<file path="src/hdl/param_guard_defines.svh">
// Object indices, codes and reset values for the parameter store guard
// Summary of operation
// Life time is factor times guard time
// Factor zero switches node guarding off
// Guard time in ms; zero disables
// Sub-index zero reads highest sub-index 5
// Store sub-indices 1 to 4 valid
// Refuse store when enabled or quick stop
// Store only on exact save signature
// Confirm store only after store completes
// Failed store or restore aborts 06060000
// Wrong signature aborts 08000002, no action
// Save refused without DC-link supply
// Master resets drive after store
// Store read: bit0 command, bit1 auto
// Restore only sub-index 1 available
// Restore delivered or last saved set
// Restore only on exact load signature
// Expedited frame layout, 0x60 success reply
// Restored values active after NMT reset
// Restore read: bit0 restore capability
// Master resets drive after restore
// Report capabilities; abort unavailable sub-indices; uploads of unavailable sub-indices up to 5 reply 0 instead
// One store or restore at a time
`ifndef PARAM_GUARD_DEFINES_SVH
`define PARAM_GUARD_DEFINES_SVH
`define IDX_LIFE        16'h100d
`define IDX_STORE       16'h1010
`define IDX_RESTORE     16'h1011
`define CMD_DOWNLOAD    8'h23
`define CMD_UPLOAD      8'h40
`define RSP_DOWNLOAD    8'h60
`define RSP_UPLOAD_1B   8'h4f
`define RSP_UPLOAD_4B   8'h43
`define RSP_ABORT       8'h80
`define SIG_SAVE        32'h65766173
`define SIG_LOAD        32'h64616f6c
`define ABORT_FAIL      32'h06060000
`define ABORT_SIG       32'h08000002
`define ABORT_REFUSED   32'h08000022
`define ABORT_NOSUB     32'h06090011
`define ABORT_NOOBJ     32'h06020000
`define ABORT_BADCMD    32'h05040001
`define SUB_HIGHEST     8'h05
`define SUB_LAST_STORE  8'h04
`define CAP_STORE       32'h00000001
`define CAP_RESTORE     32'h00000001
`define FACTOR_RESET    8'h00
`endif

</file>
<file path="src/hdl/param_guard_pkg.sv">
// Types shared by the parameter store guard
package param_guard_pkg;
    typedef struct packed {
        logic [31:0] data;
        logic [7:0]  sub;
        logic [15:0] index;
        logic [7:0]  cmd;
    } sdo_frame_s;

    typedef struct packed {
        logic       restore;
        logic       from_saved;
        logic [7:0] sub;
    } nvm_cmd_s;

    typedef enum logic [1:0] {
        st_idle  = 2'b00,
        st_wait  = 2'b01,
        st_reply = 2'b11
    } guard_state_e;
endpackage

</file>
<file path="src/hdl/param_store_restore_guard.sv">
// SDO command interpreter for life time factor, store and restore entries
`include "param_guard_defines.svh"
module param_store_restore_guard (
    input  wire logic                     clock,
    input  wire logic                     rst,
    input  wire param_guard_pkg::sdo_frame_s rx_frame,
    input  wire logic                     rx_valid,
    output logic                          rx_ready,
    output param_guard_pkg::sdo_frame_s   tx_frame,
    output logic                          tx_valid,
    input  wire logic                     tx_ready,
    input  wire logic [15:0]              guard_time,
    output logic [7:0]                    life_factor,
    output logic [23:0]                   life_time,
    output logic                          guarding_enabled,
    input  wire logic                     drive_op_enabled,
    input  wire logic                     drive_quick_stop,
    input  wire logic                     dc_link_present,
    input  wire logic                     use_saved_config,
    output logic                          nvm_req,
    output param_guard_pkg::nvm_cmd_s     nvm_cmd,
    input  wire logic                     nvm_done,
    input  wire logic                     nvm_fail,
    output logic                          warn_msg,
    output logic                          warn_store_refused,
    input  wire logic                     warn_clear,
    output logic                          reset_node_pending,
    output logic                          reset_comm_pending,
    input  wire logic                     nmt_reset_node,
    input  wire logic                     nmt_reset_comm
);
    import param_guard_pkg::*;

    guard_state_e state;
    guard_state_e next_state;
    sdo_frame_s   next_reply;
    sdo_frame_s   pend_hdr;
    logic         accept;
    logic         start_op;
    logic         refuse_state;
    logic         write_factor;
    logic         is_store;
    logic         sub_ok;
    logic [31:0]  sig;

    assign accept = rx_valid && rx_ready;

    // Decode of one request into a reply or an operation
    always_comb begin
        next_reply       = '0;
        next_reply.index = rx_frame.index;
        next_reply.sub   = rx_frame.sub;
        next_reply.cmd   = `RSP_ABORT;
        start_op         = 1'b0;
        refuse_state     = 1'b0;
        write_factor     = 1'b0;
        is_store         = (rx_frame.index == `IDX_STORE);
        sig              = is_store ? `SIG_SAVE : `SIG_LOAD;
        if (is_store) begin
            sub_ok = (rx_frame.sub >= 8'h01) && (rx_frame.sub <= `SUB_LAST_STORE);
        end else begin
            sub_ok = (rx_frame.sub == 8'h01);
        end
        case (rx_frame.cmd)
            `CMD_DOWNLOAD: begin
                if (rx_frame.index == `IDX_LIFE) begin
                    if (rx_frame.sub == 8'h00) begin
                        write_factor   = 1'b1;
                        next_reply.cmd = `RSP_DOWNLOAD;
                    end else begin
                        next_reply.data = `ABORT_NOSUB;
                    end
                end else if (is_store || rx_frame.index == `IDX_RESTORE) begin
                    if (!sub_ok) begin
                        next_reply.data = `ABORT_NOSUB;
                    end else if (rx_frame.data != sig) begin
                        next_reply.data = `ABORT_SIG;
                    end else if (is_store && (drive_op_enabled || drive_quick_stop)) begin
                        refuse_state    = 1'b1;
                        next_reply.data = `ABORT_REFUSED;
                    end else if (is_store && !dc_link_present) begin
                        next_reply.data = `ABORT_REFUSED;
                    end else begin
                        start_op = 1'b1;
                    end
                end else begin
                    next_reply.data = `ABORT_NOOBJ;
                end
            end
            `CMD_UPLOAD: begin
                if (rx_frame.index == `IDX_LIFE && rx_frame.sub == 8'h00) begin
                    next_reply.cmd  = `RSP_UPLOAD_1B;
                    next_reply.data = {24'h000000, life_factor};
                end else if (is_store || rx_frame.index == `IDX_RESTORE) begin
                    if (rx_frame.sub == 8'h00) begin
                        next_reply.cmd  = `RSP_UPLOAD_1B;
                        next_reply.data = {24'h000000, `SUB_HIGHEST};
                    end else if (rx_frame.sub <= `SUB_HIGHEST) begin
                        next_reply.cmd = `RSP_UPLOAD_4B;
                        if (sub_ok) begin
                            // Auto bit stays clear: saving happens only on command
                            next_reply.data = is_store ? `CAP_STORE : `CAP_RESTORE;
                        end
                    end else begin
                        next_reply.data = `ABORT_NOSUB;
                    end
                end else begin
                    next_reply.data = `ABORT_NOOBJ;
                end
            end
            default: begin
                next_reply.data = `ABORT_BADCMD;
            end
        endcase
    end

    // Only one operation in flight; new requests wait on rx_ready
    always_comb begin
        next_state = state;
        case (state)
            st_idle: begin
                if (accept) begin
                    next_state = start_op ? st_wait : st_reply;
                end
            end
            st_wait: begin
                if (nvm_done) begin
                    next_state = st_reply;
                end
            end
            st_reply: begin
                if (tx_ready) begin
                    next_state = st_idle;
                end
            end
            default: begin
                next_state = st_idle;
            end
        endcase
    end

    always_ff @(posedge clock or posedge rst) begin
        if (rst) begin
            state    <= st_idle;
            rx_ready <= 1'b0;
            tx_valid <= 1'b0;
        end else begin
            state    <= next_state;
            rx_ready <= (next_state == st_idle);
            tx_valid <= (next_state == st_reply);
        end
    end

    // Reply word; store and restore confirm only after the engine is done
    always_ff @(posedge clock or posedge rst) begin
        if (rst) begin
            tx_frame <= '0;
            pend_hdr <= '0;
        end else if (state == st_idle && accept) begin
            tx_frame <= next_reply;
            pend_hdr <= next_reply;
        end else if (state == st_wait && nvm_done) begin
            tx_frame.index <= pend_hdr.index;
            tx_frame.sub   <= pend_hdr.sub;
            if (nvm_fail) begin
                tx_frame.cmd  <= `RSP_ABORT;
                tx_frame.data <= `ABORT_FAIL;
            end else begin
                tx_frame.cmd  <= `RSP_DOWNLOAD;
                tx_frame.data <= 32'h00000000;
            end
        end
    end

    // Request to the non-volatile engine, one-cycle pulse
    always_ff @(posedge clock or posedge rst) begin
        if (rst) begin
            nvm_req <= 1'b0;
            nvm_cmd <= '0;
        end else begin
            nvm_req <= (state == st_idle) && accept && start_op;
            if ((state == st_idle) && accept && start_op) begin
                nvm_cmd.restore    <= !is_store;
                nvm_cmd.from_saved <= use_saved_config;
                nvm_cmd.sub        <= rx_frame.sub;
            end
        end
    end

    always_ff @(posedge clock or posedge rst) begin
        if (rst) begin
            life_factor <= `FACTOR_RESET;
        end else if ((state == st_idle) && accept && write_factor) begin
            life_factor <= rx_frame.data[7:0];
        end
    end

    // Registered product keeps the multiplier off the output path
    always_ff @(posedge clock or posedge rst) begin
        if (rst) begin
            life_time        <= 24'h000000;
            guarding_enabled <= 1'b0;
        end else begin
            life_time        <= 24'(life_factor) * 24'(guard_time);
            guarding_enabled <= (life_factor != 8'h00) && (guard_time != 16'h0000);
        end
    end

    // Set wins over software clear
    always_ff @(posedge clock or posedge rst) begin
        if (rst) begin
            warn_msg           <= 1'b0;
            warn_store_refused <= 1'b0;
        end else begin
            warn_msg <= (state == st_idle) && accept && refuse_state;
            if ((state == st_idle) && accept && refuse_state) begin
                warn_store_refused <= 1'b1;
            end else if (warn_clear) begin
                warn_store_refused <= 1'b0;
            end
        end
    end

    // New values wait for the matching NMT reset; set wins over clear
    always_ff @(posedge clock or posedge rst) begin
        if (rst) begin
            reset_node_pending <= 1'b0;
            reset_comm_pending <= 1'b0;
        end else begin
            if (state == st_wait && nvm_done && !nvm_fail && pend_hdr.sub != 8'h02) begin
                reset_node_pending <= 1'b1;
            end else if (nmt_reset_node) begin
                reset_node_pending <= 1'b0;
            end
            if (state == st_wait && nvm_done && !nvm_fail && pend_hdr.sub == 8'h02) begin
                reset_comm_pending <= 1'b1;
            end else if (nmt_reset_comm || nmt_reset_node) begin
                reset_comm_pending <= 1'b0;
            end
        end
    end

    chk_life_product: assert property (@(posedge clock) disable iff (rst)
        ##1 life_time == 24'($past(life_factor)) * 24'($past(guard_time)))
        else $error("life time not factor times guard time");

    chk_guard_off: assert property (@(posedge clock) disable iff (rst)
        (life_factor == 8'h00) |=> !guarding_enabled)
        else $error("guarding on with zero factor");

    chk_guard_zero: assert property (@(posedge clock) disable iff (rst)
        (guard_time == 16'h0000) |=> !guarding_enabled)
        else $error("guarding on with zero guard time");

    chk_sub0_read: assert property (@(posedge clock) disable iff (rst)
        (accept && rx_frame.cmd == `CMD_UPLOAD && rx_frame.index == `IDX_STORE && rx_frame.sub == 8'h00)
        |=> tx_valid && tx_frame.data == 32'h00000005)
        else $error("highest sub-index not five");

    chk_state_refuse: assert property (@(posedge clock) disable iff (rst)
        (nvm_req && !nvm_cmd.restore) |-> !$past(drive_op_enabled) && !$past(drive_quick_stop))
        else $error("store started in enabled state");

    chk_refuse_warn: assert property (@(posedge clock) disable iff (rst)
        (accept && refuse_state) |=> warn_msg && warn_store_refused && tx_frame.cmd == `RSP_ABORT)
        else $error("refused store without warning");

    chk_save_sig: assert property (@(posedge clock) disable iff (rst)
        (nvm_req && !nvm_cmd.restore) |-> $past(rx_frame.data) == `SIG_SAVE)
        else $error("store without save signature");

    chk_load_sig: assert property (@(posedge clock) disable iff (rst)
        (nvm_req && nvm_cmd.restore) |-> $past(rx_frame.data) == `SIG_LOAD && nvm_cmd.sub == 8'h01)
        else $error("restore without load signature");

    chk_confirm_late: assert property (@(posedge clock) disable iff (rst)
        (nvm_req ##1 (!nvm_done)[*2]) |-> !tx_valid)
        else $error("confirmation before operation done");

    chk_fail_code: assert property (@(posedge clock) disable iff (rst)
        (state == st_wait && nvm_done && nvm_fail) |=> tx_valid && tx_frame.data == `ABORT_FAIL)
        else $error("failed operation not aborted");

    chk_bad_sig: assert property (@(posedge clock) disable iff (rst)
        (accept && rx_frame.cmd == `CMD_DOWNLOAD && rx_frame.index == `IDX_STORE
         && rx_frame.sub == 8'h01 && rx_frame.data != `SIG_SAVE)
        |=> tx_valid && tx_frame.data == `ABORT_SIG && !nvm_req)
        else $error("wrong signature not aborted");

    chk_dc_link: assert property (@(posedge clock) disable iff (rst)
        (nvm_req && !nvm_cmd.restore) |-> $past(dc_link_present))
        else $error("store without DC-link");

    chk_store_cap: assert property (@(posedge clock) disable iff (rst)
        (accept && rx_frame.cmd == `CMD_UPLOAD && rx_frame.index == `IDX_STORE && rx_frame.sub == 8'h01)
        |=> tx_frame.data == 32'h00000001)
        else $error("store capability word wrong");

    chk_one_op: assert property (@(posedge clock) disable iff (rst)
        nvm_req |-> !rx_ready ##1 !nvm_req)
        else $error("second operation while busy");

    chk_factor_write: assert property (@(posedge clock) disable iff (rst)
        (accept && rx_frame.cmd == `CMD_DOWNLOAD && rx_frame.index == `IDX_LIFE && rx_frame.sub == 8'h00)
        |=> life_factor == $past(rx_frame.data[7:0]))
        else $error("life time factor not written");

    chk_guard_on: assert property (@(posedge clock) disable iff (rst)
        (life_factor != 8'h00 && guard_time != 16'h0000) |=> guarding_enabled)
        else $error("guarding off with both values set");

    chk_store_sub: assert property (@(posedge clock) disable iff (rst)
        (accept && rx_frame.cmd == `CMD_DOWNLOAD && rx_frame.index == `IDX_STORE
         && (rx_frame.sub == 8'h00 || rx_frame.sub > `SUB_LAST_STORE)) |=> tx_frame.data == `ABORT_NOSUB && !nvm_req)
        else $error("unsupported store sub-index taken");

    chk_dc_refuse: assert property (@(posedge clock) disable iff (rst)
        (accept && rx_frame.cmd == `CMD_DOWNLOAD && rx_frame.index == `IDX_STORE && !dc_link_present)
        |=> tx_frame.cmd == `RSP_ABORT && !nvm_req)
        else $error("store accepted without DC-link");

    chk_restore_cap: assert property (@(posedge clock) disable iff (rst)
        (accept && rx_frame.cmd == `CMD_UPLOAD && rx_frame.index == `IDX_RESTORE && rx_frame.sub == 8'h01)
        |=> tx_frame.data == 32'h00000001)
        else $error("restore capability word wrong");

    chk_restore_sub: assert property (@(posedge clock) disable iff (rst)
        (accept && rx_frame.cmd == `CMD_DOWNLOAD && rx_frame.index == `IDX_RESTORE && rx_frame.sub != 8'h01)
        |=> tx_frame.cmd == `RSP_ABORT && !nvm_req)
        else $error("unavailable restore sub-index taken");

    chk_restore_src: assert property (@(posedge clock) disable iff (rst)
        (nvm_req && nvm_cmd.restore) |-> nvm_cmd.from_saved == $past(use_saved_config))
        else $error("restore source not passed on");

    chk_op_confirm: assert property (@(posedge clock) disable iff (rst)
        (state == st_wait && nvm_done && !nvm_fail) |=> tx_valid && tx_frame.cmd == `RSP_DOWNLOAD
        && tx_frame.data == 32'h00000000)
        else $error("completed operation not confirmed");

    chk_pending_set: assert property (@(posedge clock) disable iff (rst)
        (state == st_wait && nvm_done && !nvm_fail) |=> reset_node_pending || reset_comm_pending)
        else $error("no reset pending after operation");

    chk_reply_hold: assert property (@(posedge clock) disable iff (rst)
        (tx_valid && !tx_ready) |=> tx_valid && $stable(tx_frame))
        else $error("reply dropped before taken");
endmodule

</file>
<file path="config.mk">
export PLATFORM = sky130hd
export DESIGN_NAME = param_store_restore_guard
export DESIGN_NICKNAME = d
export VERILOG_FILES = /design/src/hdl/param_guard_pkg.sv /design/src/hdl/param_store_restore_guard.sv
export VERILOG_INCLUDE_DIRS = /design/src /design/src/hdl
export SDC_FILE = /design/constraint.sdc
export NUM_CORES = 1
export LEC_CHECK = 0
export ABC_AREA = 1
export BUFFER_PORTS_ARGS = -buffer_cell sky130_fd_sc_hd__buf_2
export CAP_MARGIN = 20
export CORE_MARGIN = 2
export CORE_UTILIZATION = 47
export DETAILED_ROUTE_END_ITERATION = 8
export PLACE_DENSITY_LB_ADDON = 0.05
export SLEW_MARGIN = 20
export SYNTH_ARGS = -nofsm -noshare
export SYNTH_HDL_FRONTEND = slang
export SYNTH_SLANG_ARGS = --single-unit
</file>
<file path="constraint.sdc">
create_clock -name clock -period 8.2 [get_ports clock]
set_clock_uncertainty 0.1 [all_clocks]
set_input_delay 1.64 -clock clock [delete_from_list [all_inputs] [get_ports clock]]
set_output_delay 1.64 -clock clock [all_outputs]
set_load 0.005 [all_outputs]
</file>
# == Yosys cells after proc, flatten, opt, wreduce, memory -nomap -nowiden ==
# Cells that the tools add are included.
# word_totals
regBits,140
inputBits,93
output_inout_bits,114
wordCells,118
# classes
n_mul,1
magnitude_cmp,3
n_eq_ne,12
mux,53
n_reduce_logical,29
# op_table
op,n
2-to-1 mux 32 bit,6
2-to-1 mux 64 bit,2
2-to-1 mux 28 bit,4
case mux 32 bit (2 select lines),1
2-to-1 mux 8 bit,7
2-to-1 mux 27 bit,2
"== test 16 x 13 -> 1 bit, second input constant",3
inequality test 32 x 31 -> 1 bit,1
2-to-1 mux 25 bit,1
multiplier 8 x 16 -> 24 bit,1
2-to-1 mux 1 bit,24
"<= comparator 8 x 3 -> 1 bit, second input constant",2
case mux 8 bit (2 select lines),1
nonzero test 16 bit,1
logical AND 1 bit,14
"== test 8 x 1 -> 1 bit, second input constant",1
"== test 8 x 2 -> 1 bit, second input constant",1
"== test 8 x 6 -> 1 bit, second input constant",1
"== test 8 x 7 -> 1 bit, second input constant",1
">= comparator 8 x 1 -> 1 bit, second input constant",1
zero test 8 bit,1
2-to-1 mux 2 bit,4
"inequality test 8 x 2 -> 1 bit, second input constant",1
nonzero test 2 bit,4
other kinds (7),13

# == Depth between registers and ports, before layout ==
# Gate-level depths: netlist (run 1).
# depth
word_depth,13
ltp_mapped,20
ltp_nobuf,19

# == Worst setup path before layout (run 1) ==
# No wires, ideal clock.
# synth_timing
path_type,input to register
startpoint,input port guard_time[0]
endpoint,register life_time[20]
setup_time_ns,0.079
arrival_time_ns,5.480
required_ns,8.021
slack_ns,2.541
path_stages,17
path_buffers,1
cell_sequence,clkbuf_1 nand2_1 fa_1 fa_1 inv_1 fa_1 inv_1 fa_1 inv_1 ha_1 a21oi_1 a21boi_0 inv_1 nand3_1 nand2_1 a21oi_1 xor2_1
# synth_via
elab_chain_cells,1
# synth_lines
item,line,text
from (decl),param_store_restore_guard.sv:12,"input wire logic [15:0] guard_time,"
multiplier 8 x 16 -> 24 bit,param_store_restore_guard.sv:204,life_time <= 24'(life_factor) * 24'(guard_time);
to (signal assigned),param_store_restore_guard.sv:204,
to (decl),param_store_restore_guard.sv:14,"output logic [23:0] life_time,"
# Every way passes these cells.
# A chain may end at the register's enable or synchronous reset.

# == Worst setup path after layout (run 1) ==
# Ends and elaborated chain as after synthesis.

==> parameters.txt, run 1 <==
Parameter                              Value

Yosys
  Top cell type's share of synthesized area    31.36%
  Post-synthesis cell type count    49
  Warning count from the yosys run    0
  Summed instance area of the synthesized netlist    9575 sq um
  Top FF cell, synth    dfrtp_1
  Share of flip-flops with an asynchronous set or reset after synthesis    100.0%
  Mean instance size in the synthesized netlist    7.817 sq um
  Top area cells in the synthesized netlist    dfrtp_1, fa_1, nand2_1
  Library cell with the largest summed area after synthesis    dfrtp_1
  Syn Inst Count    1225
  Number of storage elements in the synthesis netlist    120
  Fraction of the yosys area taken by sequential cells    31.36%
  Number of enable flip-flop cells after synthesis    0

Cells and area
  Multi-input gate area in the final layout    5251 sq um
  Count of filler cells inserted in the layout    1977
  Flip-flop and latch area    3003 sq um
  Share of cells above drive strength 1    18.21%
  Final core utilization    55.79%
  Area added between synthesis and finish    17.13%
  Antenna cells    0
  Total Nets Final    1608

Critical path
  Termination of the worst setup path    life_time[20]
  CP startpoint kind    input port
  Critical Path End Type    register
  Worst reg2reg path depth    16
  Critical Path Fanout Max    9
  Arrival time of the worst setup path    5.65 ns
  Source of the worst register-to-register timing path    life_factor[7]
  Worst setup startpoint    guard_time[0]
  Capture instance of the worst register-to-register path    life_time[20]
  Req. time, crit path    8.45 ns
  Worst Path Class, Setup    input port to register
  Setup slack of the worst register-to-register path    3.29 ns

Power and ir drop
  Switching power total    0.9489 mW
  Share of power burned in registers    32.7%
  Leakage power total    6.848 nW
  P per Cell Area    230.8 nW/um^2
  Combinational Power Share    37.8%
  Switching part of the total power    36.66%
  Worst vdd ir    0.1051 mV
  Internal Dissipation    1.639 mW
  Clock network power share    29.5%

Die
  Full die area    21530 sq um
  Row count    52
  Core Region    20100 sq um
  IO Count    207
  Initial core utilization    47.63%
  Die width    146.7 microns
  Die Y    146.7 microns

STA
  Final Setup Violations    0
  Final setup margin    2.798 ns
  Total count of max-transition violations in the final report    0
  Max_slew headroom    34.83%
  Share of the cycle needed by the critical path after routing    65.87%
  Final hold violation count    0
  Final Critical Period    5.402 ns
  Setup repair after global routing missed its margin    false
  Final setup TNS    0 ns
  Transition time at the pin with the least slew margin    0.9775 ns
  Highest clock frequency the design can meet    185.1 MHz

Clocking
  Total of cells resized after clock tree synthesis    0
  H-tree depth    4
  Hold buffer count at CTS    0
  Clk root buf    clkbuf_16
  TritonCTS buffer count    17
  Clock tree from TritonCTS    built
  Clock sink count    120
  Clock transition at path regs    0.06 ns
  # Post-CTS Setup Buffers    0
  Later-pin clock latency in the skew report    0.42 ns
  Largest buffer count on any clock path    2

Placed design
  Final RePlAce weighted congestion    0.8413
  Total of buffers placed on input and output ports    189
  Worst setup slack before clock tree synthesis    2.357 ns
  Placed wire-length estimate    18650 microns

Drt
  Routed via count    7972
  Detailed-route DRC error count    0
  Antenna-violating nets left    0
  Ratio of routed vias to standard cells    4.774
  Initial DRT Pass Iterations    5
  Wirelength per Cell    14.28 microns
  Initial detailed-routing violation count    321
  Routed Wire Length    23850 microns

GRT
  Overall global routing resource usage    23.63%
  Overflow after GRT    0
  Vias in the first global route    8234
  First-pass GRT wire length    40520 microns
  Pin count of the biggest net entering global routing    77
  Initial antenna violation count    0

Flow run
  Count of maximum capacitance violations    0

Hold path
  Class of the tightest hold or removal check    register to register
  Hold-critical path depth    2

Status
  Outcome    finished, final reports clean
## cell usage in the layout (no fill, tap or decap), types with 3 or more instances in the layout
cell type,count
a21o_1,6
a21oi_1,26
a31oi_1,9
buf_2,189
buf_4,3
bufinv_16,3
clkbuf_16,17
clkinv_2,3
clkinv_4,4
conb_1,17
dfrtp_1,120
fa_1,84
ha_1,44
inv_1,272
inv_2,7
nand2_1,341
nand2_2,4
nand3_1,30
nand4_1,10
nor2_1,71
nor2_2,8
nor2_4,3
nor3_1,16
nor4_1,10
o21a_1,4
o21ai_0,46
xnor2_1,8
xor2_1,12
## registers in the layout (all words and copies together) (netlist names)
name	count
tx_frame	44
nvm_req	1
reset_node_pending	1
warn_msg	1
pend_hdr	24
nvm_cmd	10
life_time	24
reset_comm_pending	1
warn_store_refused	1
rx_ready	1
tx_valid	1
life_factor	8
state	2
guarding_enabled	1
## per-stage QoR
stage	cells	total power [mW]	area (sq um)	hold WS, ns
CTS	1670	2.622	11220	0.3760
global placement	1638	1.838	10610	0.3577
global route	1670	2.800	11220	0.3903
floorplan	1241	1.507	9635	0.3445
detailed placement	1638	1.844	10610	0.3604
finish	1670	2.588	11220	0.3703
## layout make-up
type,count,share of cell area (%)
well taps,270,3.012
multi-input cells,776,46.82
flip-flops and latches,120,26.77
clock buffers,18,3.826
clock inverters,14,1.539
repair buffers,192,8.635
inverters,280,9.393
## synth_stat cells (12+ instances only)
| master | instances |
|---|---|
| dfrtp_1 | 120 |
| fa_1 | 84 |
| ha_1 | 44 |
| a21oi_1 | 26 |
| nor3_1 | 16 |
| clkbuf_1 | 40 |
| nand3_1 | 30 |
| nand2_1 | 341 |
| inv_1 | 273 |
| xor2_1 | 12 |
| o21ai_0 | 46 |
| nor2_1 | 71 |
| buf_4 | 20 |
## worst max-delay path, stage by stage
cell	delay [ns]
buf_2	0.18
nand2_1	0.10
fa_1	0.54
fa_1	0.57
inv_1	0.06
fa_1	0.53
inv_1	0.06
fa_1	0.53
inv_1	0.04
ha_1	0.34
a21oi_1	0.18
a21boi_0	0.35
inv_1	0.08
nand3_1	0.08
nand2_1	0.08
a21oi_1	0.16
xor2_1	0.15
## worst min-delay path by stage
stage | startpoint | to | slack [ns]
finish | tx_frame[26] | tx_frame[26] | 0.37
global route | tx_frame[59] | tx_frame[59] | 0.39
CTS | tx_frame[59] | tx_frame[59] | 0.38
detailed placement | tx_frame[13] | tx_frame[13] | 0.36
global placement | tx_frame[19] | tx_frame[19] | 0.36
floorplan | pend_hdr[10] | pend_hdr[10] | 0.34
## power groups by stage
stage	clock, mW	sequential (mW)	combinational, mW
after floorplan	0	0.865	0.642
after global placement	0	0.855	0.983
after detailed placement	0	0.856	0.988
after CTS	0.778	0.848	0.996
after global routing	0.803	0.868	1.13
final	0.764	0.847	0.977
## cell families (layout without fill, tap and decap cells)
kind of cell             Yosys count  in the layout  synth area share (%)
adder cells (fa/ha/maj)          128            128                 23.31
XOR/XNOR                          20             20                 1.829
other                              1             17               0.03916
AO/OA/AOI/OAI                    106            106                 6.337
AND/OR/NAND/NOR                  505            505                 22.70
flip-flops                       120            120                 31.36
buffers and inverters            345            504                 14.43
## routing by layer
| metal | up-vias | global-route usage, % | wire, microns |
|---|---|---|---|
| li1 | 3956 | - | - |
| met1 | 3793 | 28.99 | 10020 |
| met2 | 183 | 42.54 | 12210 |
| met3 | 40 | 3.882 | 1077 |
| met4 | 0 | 7.718 | 544 |
| met5 | - | 0 | 0 |
No activity file was read; power rests on OpenSTA's default activity.
==> run 2, diff against run 1 <==
Clock period 8.2 ns to 4.41 ns, I/O delays scaled along.
==> run 2 against run 1 <==
Against the previous run: routed wire length increased by 3.8%; sequential share of layout area fell by 2.0 points; power rose by 110%; first-iteration DRC count is 6.5% higher; final area increased by 8.1%; hold slack improved by 0.0015 ns; critical path depth unchanged; clock power rose by 90%; via count grew 3.3%; count of clock-buffer cells in the layout down 1; critical path type is now register to register; largest cell class unchanged; largest power group unchanged.
==> parameters.txt, run 2 (synthesis gave the netlist of run 1 again) <==
Parameter                              Value

Status
  Outcome    finished, final reports clean

Critical path
  Worst Path Class, Setup    register to register
  Critical Path End Type    register
  Arrival time of the worst setup path    4.52 ns
  Req. time, crit path    4.65 ns
  Worst reg2reg path depth    17
  CP startpoint kind    register
  Critical Path Fanout Max    7

Placed design
  Worst setup slack before clock tree synthesis    -0.3000 ns
  Final RePlAce weighted congestion    0.8615
  Total of buffers placed on input and output ports    189
  Number of placed instances with taps included    1711
  Placed wire-length estimate    19680 microns

Die
  Initial core utilization    47.63%
  Full die area    21530 sq um
  IO Count    207
  Core Region    20100 sq um
  Die Y    146.7 microns
  Die width    146.7 microns
  Row count    52

Cells and area
  Flip-flop count of the largest register after layout    44
  Final core utilization    60.30%
  Largest registers ranked by flip-flop count    tx_frame: 44 flops, life_time: 24 flops, pend_hdr: 24 flops
  Total Nets Final    1682
  Register with the highest flop count    tx_frame
  Area added between synthesis and finish    26.60%
  Leading cell type in the layout, fill and taps excluded    nand2_1
  Most used cells in the layout excluding fill and tap cells    nand2_1, inv_1, buf_2, dfrtp_1, fa_1
  Number of standard cells in the layout, taps in and fillers out    1744
  Share of cells above drive strength 1    25.66%

Drt
  Routed via count    8239
  Ratio of routed vias to standard cells    4.724
  Detailed-route DRC error count    0
  Initial DRT Pass Iterations    5
  Wirelength per Cell    14.20 microns
  Initial detailed-routing violation count    342
  Routed Wire Length    24770 microns
  Antenna-violating nets left    0

STA
  Transition time at the pin with the least slew margin    0.7836 ns
  Highest clock frequency the design can meet    233.5 MHz
  Max_slew headroom    47.28%
  Total count of max-transition violations in the final report    0
  Setup repair after global routing missed its margin    true
  Final setup margin    0.1268 ns
  Final Critical Period    4.283 ns
  Final Setup Violations    0
  Final hold violation count    0
  Share of the cycle needed by the critical path after routing    97.12%

Power and ir drop
  P per Cell Area    441.0 nW/um^2
  Leakage power total    7.229 nW
  Worst vdd ir    0.2766 mV
  Share of power burned in registers    29.5%
  Switching power total    1.944 mW
  Combinational Power Share    43.5%
  Switching part of the total power    36.35%
  Clock network power share    27.0%
  Internal Dissipation    3.403 mW

Clocking
  Later-pin clock latency in the skew report    0.42 ns
  Hold buffer count at CTS    0
  TritonCTS buffer count    17
  Clock transition at path regs    0.06 ns
  Largest buffer count on any clock path    2
  Clk root buf    clkbuf_16
  H-tree depth    4
  Clock tree from TritonCTS    built
  Clock sink count    120

GRT
  Vias in the first global route    8606
  Overall global routing resource usage    24.35%
  First-pass GRT wire length    41630 microns
  Initial antenna violation count    1
  Overflow after GRT    0
  M3 GR Usage    3.975%
  GR Layer Usage met1    30.05%
  Top Usage Layer GRT    met2
  Pin count of the biggest net entering global routing    71
  Met2 GRT Util    43.10%

Hold path
  Hold-critical path depth    2
  Class of the tightest hold or removal check    register to register

Flow run
  Count of maximum capacitance violations    0
==> run 2: stage by stage <==
step / hold slack (ns) / area (sq um) / TNS [ns] / power (mW)
after floorplan: 0.3445 / 9942 / -0.03787 / 3.012
after global placement: 0.3577 / 11460 / -3.023 / 3.880
after detailed placement: 0.3597 / 11460 / -2.953 / 3.885
after CTS: 0.3759 / 12060 / 0 / 5.355
after global routing: 0.3917 / 12120 / -0.1690 / 5.742
final: 0.3718 / 12120 / 0 / 5.347
==> run 2: power groups by stage <==
stage	Sequential, mW	Combinational [mW]	Clock, mW
6_report	1.58	2.32	1.45
4_1_cts	1.58	2.31	1.47
2_1_floorplan	1.61	1.40	0
3_3_place_gp	1.59	2.29	0
3_5_place_dp	1.59	2.29	0
5_1_grt	1.61	2.62	1.51
==> run 2: layer usage <==
layer | vias to the layer above | part of all wire (%)
li1 | 4089 | -
met1 | 3918 | 43
met2 | 189 | 51
met3 | 43 | 3.9
met4 | 0 | 2.6
met5 | - | 0
==> run 2: layout make-up <==
class / instances / area, sq um
Timing Repair Buffer: 266 / 1577
Inverter: 280 / 1054
Tap cell: 270 / 337.8
Antenna cell: 1 / 2.502
Clock inverter: 14 / 172.7
Multi-Input combinational cell: 776 / 5549
Clock buffer: 17 / 425.4
Sequential cell: 120 / 3005
Fill cell: 1860 / 7981
==> run 2: repair_timing <==
action / CTS / global route
endpoints found under the setup margin: 7 / 10
hold endpoints to repair: 0 / 0
pin swaps: 0 / 5
gates resized for setup: 1 / 13
buffers inserted: 0 / 1
==> run 2: worst max-delay path, stage by stage (launching register included) <==
cell	delay, ns
dfrtp_2	0.47
buf_4	0.19
buf_4	0.16
nand2_1	0.06
inv_1	0.05
fa_2	0.35
fa_1	0.54
inv_1	0.05
fa_1	0.48
fa_1	0.56
inv_1	0.07
ha_4	0.29
nand2_1	0.09
o21ai_2	0.17
a21oi_2	0.10
o21ai_2	0.19
buf_4	0.14
xor2_1	0.16
==> run 2: path summary, 6_finish.rpt <==
check / from / end / slack [ns]
setup reg to reg: life_factor[2] / life_time[17] / 0.13
setup / recovery: life_factor[2] / life_time[17] / 0.13
hold / removal: tx_frame[27] / tx_frame[27] / 0.37
hold reg to reg: tx_frame[27] / tx_frame[27] / 0.37
max in group asynchronous: rst / life_factor[2] / 2.91
min in group asynchronous: rst / nvm_cmd[3] / 0.46
==> run 3, diff against run 2 <==
Settings changed: CELL_PAD_IN_SITES_DETAIL_PLACEMENT set to 1, CELL_PAD_IN_SITES_GLOBAL_PLACEMENT set to 1, CORE_UTILIZATION 47 to 37, SETUP_SLACK_MARGIN set to 0.1.
==> run 3 against run 2 <==
Against the previous run: die area grew 26%; routed wire length grew 18%; sequential share of layout area shrank 1.1 points; flip-flop and latch count is the same; count of clock-buffer cells in the layout is the same; worst setup slack lost 0.024 ns; utilization shrank 10 points; clock power grew 4%; fmax shrank 0.56%; final area grew 4.6%; combinational power grew 13%; power grew 6.9%; critical endpoint is now life_time[22]; largest cell class unchanged; largest power group unchanged; highest routed layer unchanged.
==> parameters.txt, run 3 (synthesis gave the netlist of run 1 again) <==
Parameter                              Value

Critical path
  Slowest-stage cell, CP    fa_1
  CP startpoint kind    input port
  CP delay by family, top    adder cells
  Critical Path Fanout Max    4
  Arrival time of the worst setup path    4.57 ns
  Crit path cell chain    buf_2 -> buf_6 -> nand2_1 -> fa_1 -> fa_1 -> inv_1 -> fa_1 -> inv_1 -> fa_1 -> inv_2 -> ha_4 -> nand2_1 -> nor2_1 -> buf_4 -> nand4_1 -> nand3_1 -> xor2_1
  Most used cell, CP    fa_1
  Largest stage delay on the critical path    0.54 ns
  Worst reg2reg path depth    19
  Worst Path Class, Setup    input port to register
  Count of buffering cells on the critical path with inverters included    6
  Critical Path Stages    17
  Req. time, crit path    4.67 ns
  Critical Path End Type    register

Power and ir drop
  Switching part of the total power    38.08%
  Share of power burned in registers    27.8%
  Clock network power share    26.3%
  Leakage power total    7.458 nW
  Worst vdd ir    0.2388 mV
  Internal Dissipation    3.538 mW
  Switching power total    2.176 mW
  P per Cell Area    450.7 nW/um^2
  Combinational Power Share    45.9%

STA
  Highest clock frequency the design can meet    232.2 MHz
  Final Setup Violations    0
  Final Critical Period    4.307 ns
  Setup repair after global routing missed its margin    true
  Final hold violation count    0
  Transition time at the pin with the least slew margin    0.8666 ns
  Final setup margin    0.1029 ns
  Share of the cycle needed by the critical path after routing    97.67%
  Max_slew headroom    42.23%
  Total count of max-transition violations in the final report    0

GRT
  First-pass GRT wire length    47920 microns
  Initial antenna violation count    0
  Pin count of the biggest net entering global routing    67
  Overall global routing resource usage    22.92%
  Vias in the first global route    9525
  Overflow after GRT    0

Die
  Row count    58
  IO Count    207
  Die Y    164.9 microns
  Die width    164.9 microns
  Core Region    25330 sq um
  Full die area    27180 sq um
  Initial core utilization    37.81%

Clocking
  Later-pin clock latency in the skew report    0.42 ns
  Largest buffer count on any clock path    2
  TritonCTS buffer count    17
  Clock transition at path regs    0.07 ns
  H-tree depth    4
  Clock tree from TritonCTS    built
  Clk root buf    clkbuf_16
  Clock sink count    120

Drt
  Routed via count    8604
  Ratio of routed vias to standard cells    4.699
  Detailed-route DRC error count    0
  Highest Signal Layer    met4
  Routed Wire Length    29320 microns
  Wirelength per Cell    16.01 microns
  Initial DRT Pass Iterations    4
  Antenna-violating nets left    0
  Detailed-routing wirelength on met1    11190 microns
  Met2 Routed Length    16640 microns
  Detail Route met3 WL    812 microns
  Initial detailed-routing violation count    352

Hold path
  Hold-critical path depth    2
  Class of the tightest hold or removal check    register to register

Cells and area
  Share of cells above drive strength 1    29.25%
  Total Nets Final    1709
  Register with the highest flop count    tx_frame
  Flip-flop and latch area    3004 sq um
  Flip-flop count of the largest register after layout    44
  Most used cells in the layout excluding fill and tap cells    nand2_1, inv_1, buf_2, dfrtp_1, buf_4
  Multi-input gate area in the final layout    5748 sq um
  Area added between synthesis and finish    32.39%
  Largest registers ranked by flip-flop count    tx_frame: 44 flops, life_time: 24 flops, pend_hdr: 24 flops
  Antenna cells    0
  Number of standard cells in the layout, taps in and fillers out    1831
  Count of filler cells inserted in the layout    3159
  Leading cell type in the layout, fill and taps excluded    nand2_1

Status
  Outcome    finished, final reports clean

Placed design
  Number of placed instances with taps included    1790
  Total of buffers placed on input and output ports    189
  Final RePlAce weighted congestion    0.8407
  Placed wire-length estimate    23230 microns
  Worst setup slack before clock tree synthesis    -0.4180 ns

Flow run
  Count of maximum capacitance violations    0
-- run 3: through the flow --
| step | hold slack (ns) | setup TNS (ns) | utilization (%) | power [mW] | cell area (sq um) |
|---|---|---|---|---|---|
| after CTS | 0.3808 | 0 | 49.01 | 5.610 | 12410 |
| after floorplan | 0.3445 | -0.07342 | - | 3.035 | 9982 |
| final | 0.3753 | 0 | 50.05 | 5.714 | 12680 |
| after global placement | 0.3570 | -4.212 | 46.28 | 3.993 | 11720 |
| after global routing | 0.4031 | -0.02393 | 50.05 | 6.148 | 12680 |
| after detailed placement | 0.3644 | -4.569 | 46.28 | 4.039 | 11720 |
-- run 3: what timing repair did --
action / in CTS / in global routing
buffers inserted: 4 / 5
resized for setup: 9 / 63
hold buffers: 0 / 0
pin swaps: 4 / 29
setup endpoints to repair: 8 / 13
-- run 3: power groups by stage --
stage	clock [mW]	sequential, mW	combinational, mW
4_1_cts	1.53	1.59	2.48
3_3_place_gp	0	1.60	2.39
6_report	1.51	1.59	2.62
2_1_floorplan	0	1.61	1.43
3_5_place_dp	0	1.61	2.43
5_1_grt	1.58	1.63	2.95
-- run 3: worst paths after layout --
check	startpoint	end	slack, ns
max in group asynchronous	rst	warn_store_refused	2.85
setup reg to reg	life_factor[6]	life_time[22]	0.18
hold / removal	tx_frame[26]	tx_frame[26]	0.38
hold reg to reg	tx_frame[26]	tx_frame[26]	0.38
setup / recovery	guard_time[1]	life_time[22]	0.10
min in group asynchronous	rst	life_time[10]	0.53
-- run 3: cell type report --
class,count,area share (%)
Multi-Input combinational cell,776,45.34
Sequential cell,120,23.70
Inverter,280,8.310
Tap cell,330,3.257
Timing Repair Buffer,293,14.54
Clock inverter,15,1.500
Clock buffer,17,3.356
-- run 3: per-layer routing --
layer,vias to the layer above,GRT usage (%)
met5,-,0
met4,0,7.510
met3,43,2.863
met2,153,45.61
met1,4255,24.80
li1,4153,-
-- run 3: worst min-delay path, delay by kind of cell, from the launching register on --
family / cells / cell delay, ns
simple gates: 2 / 0.10
flops: 1 / 0.34
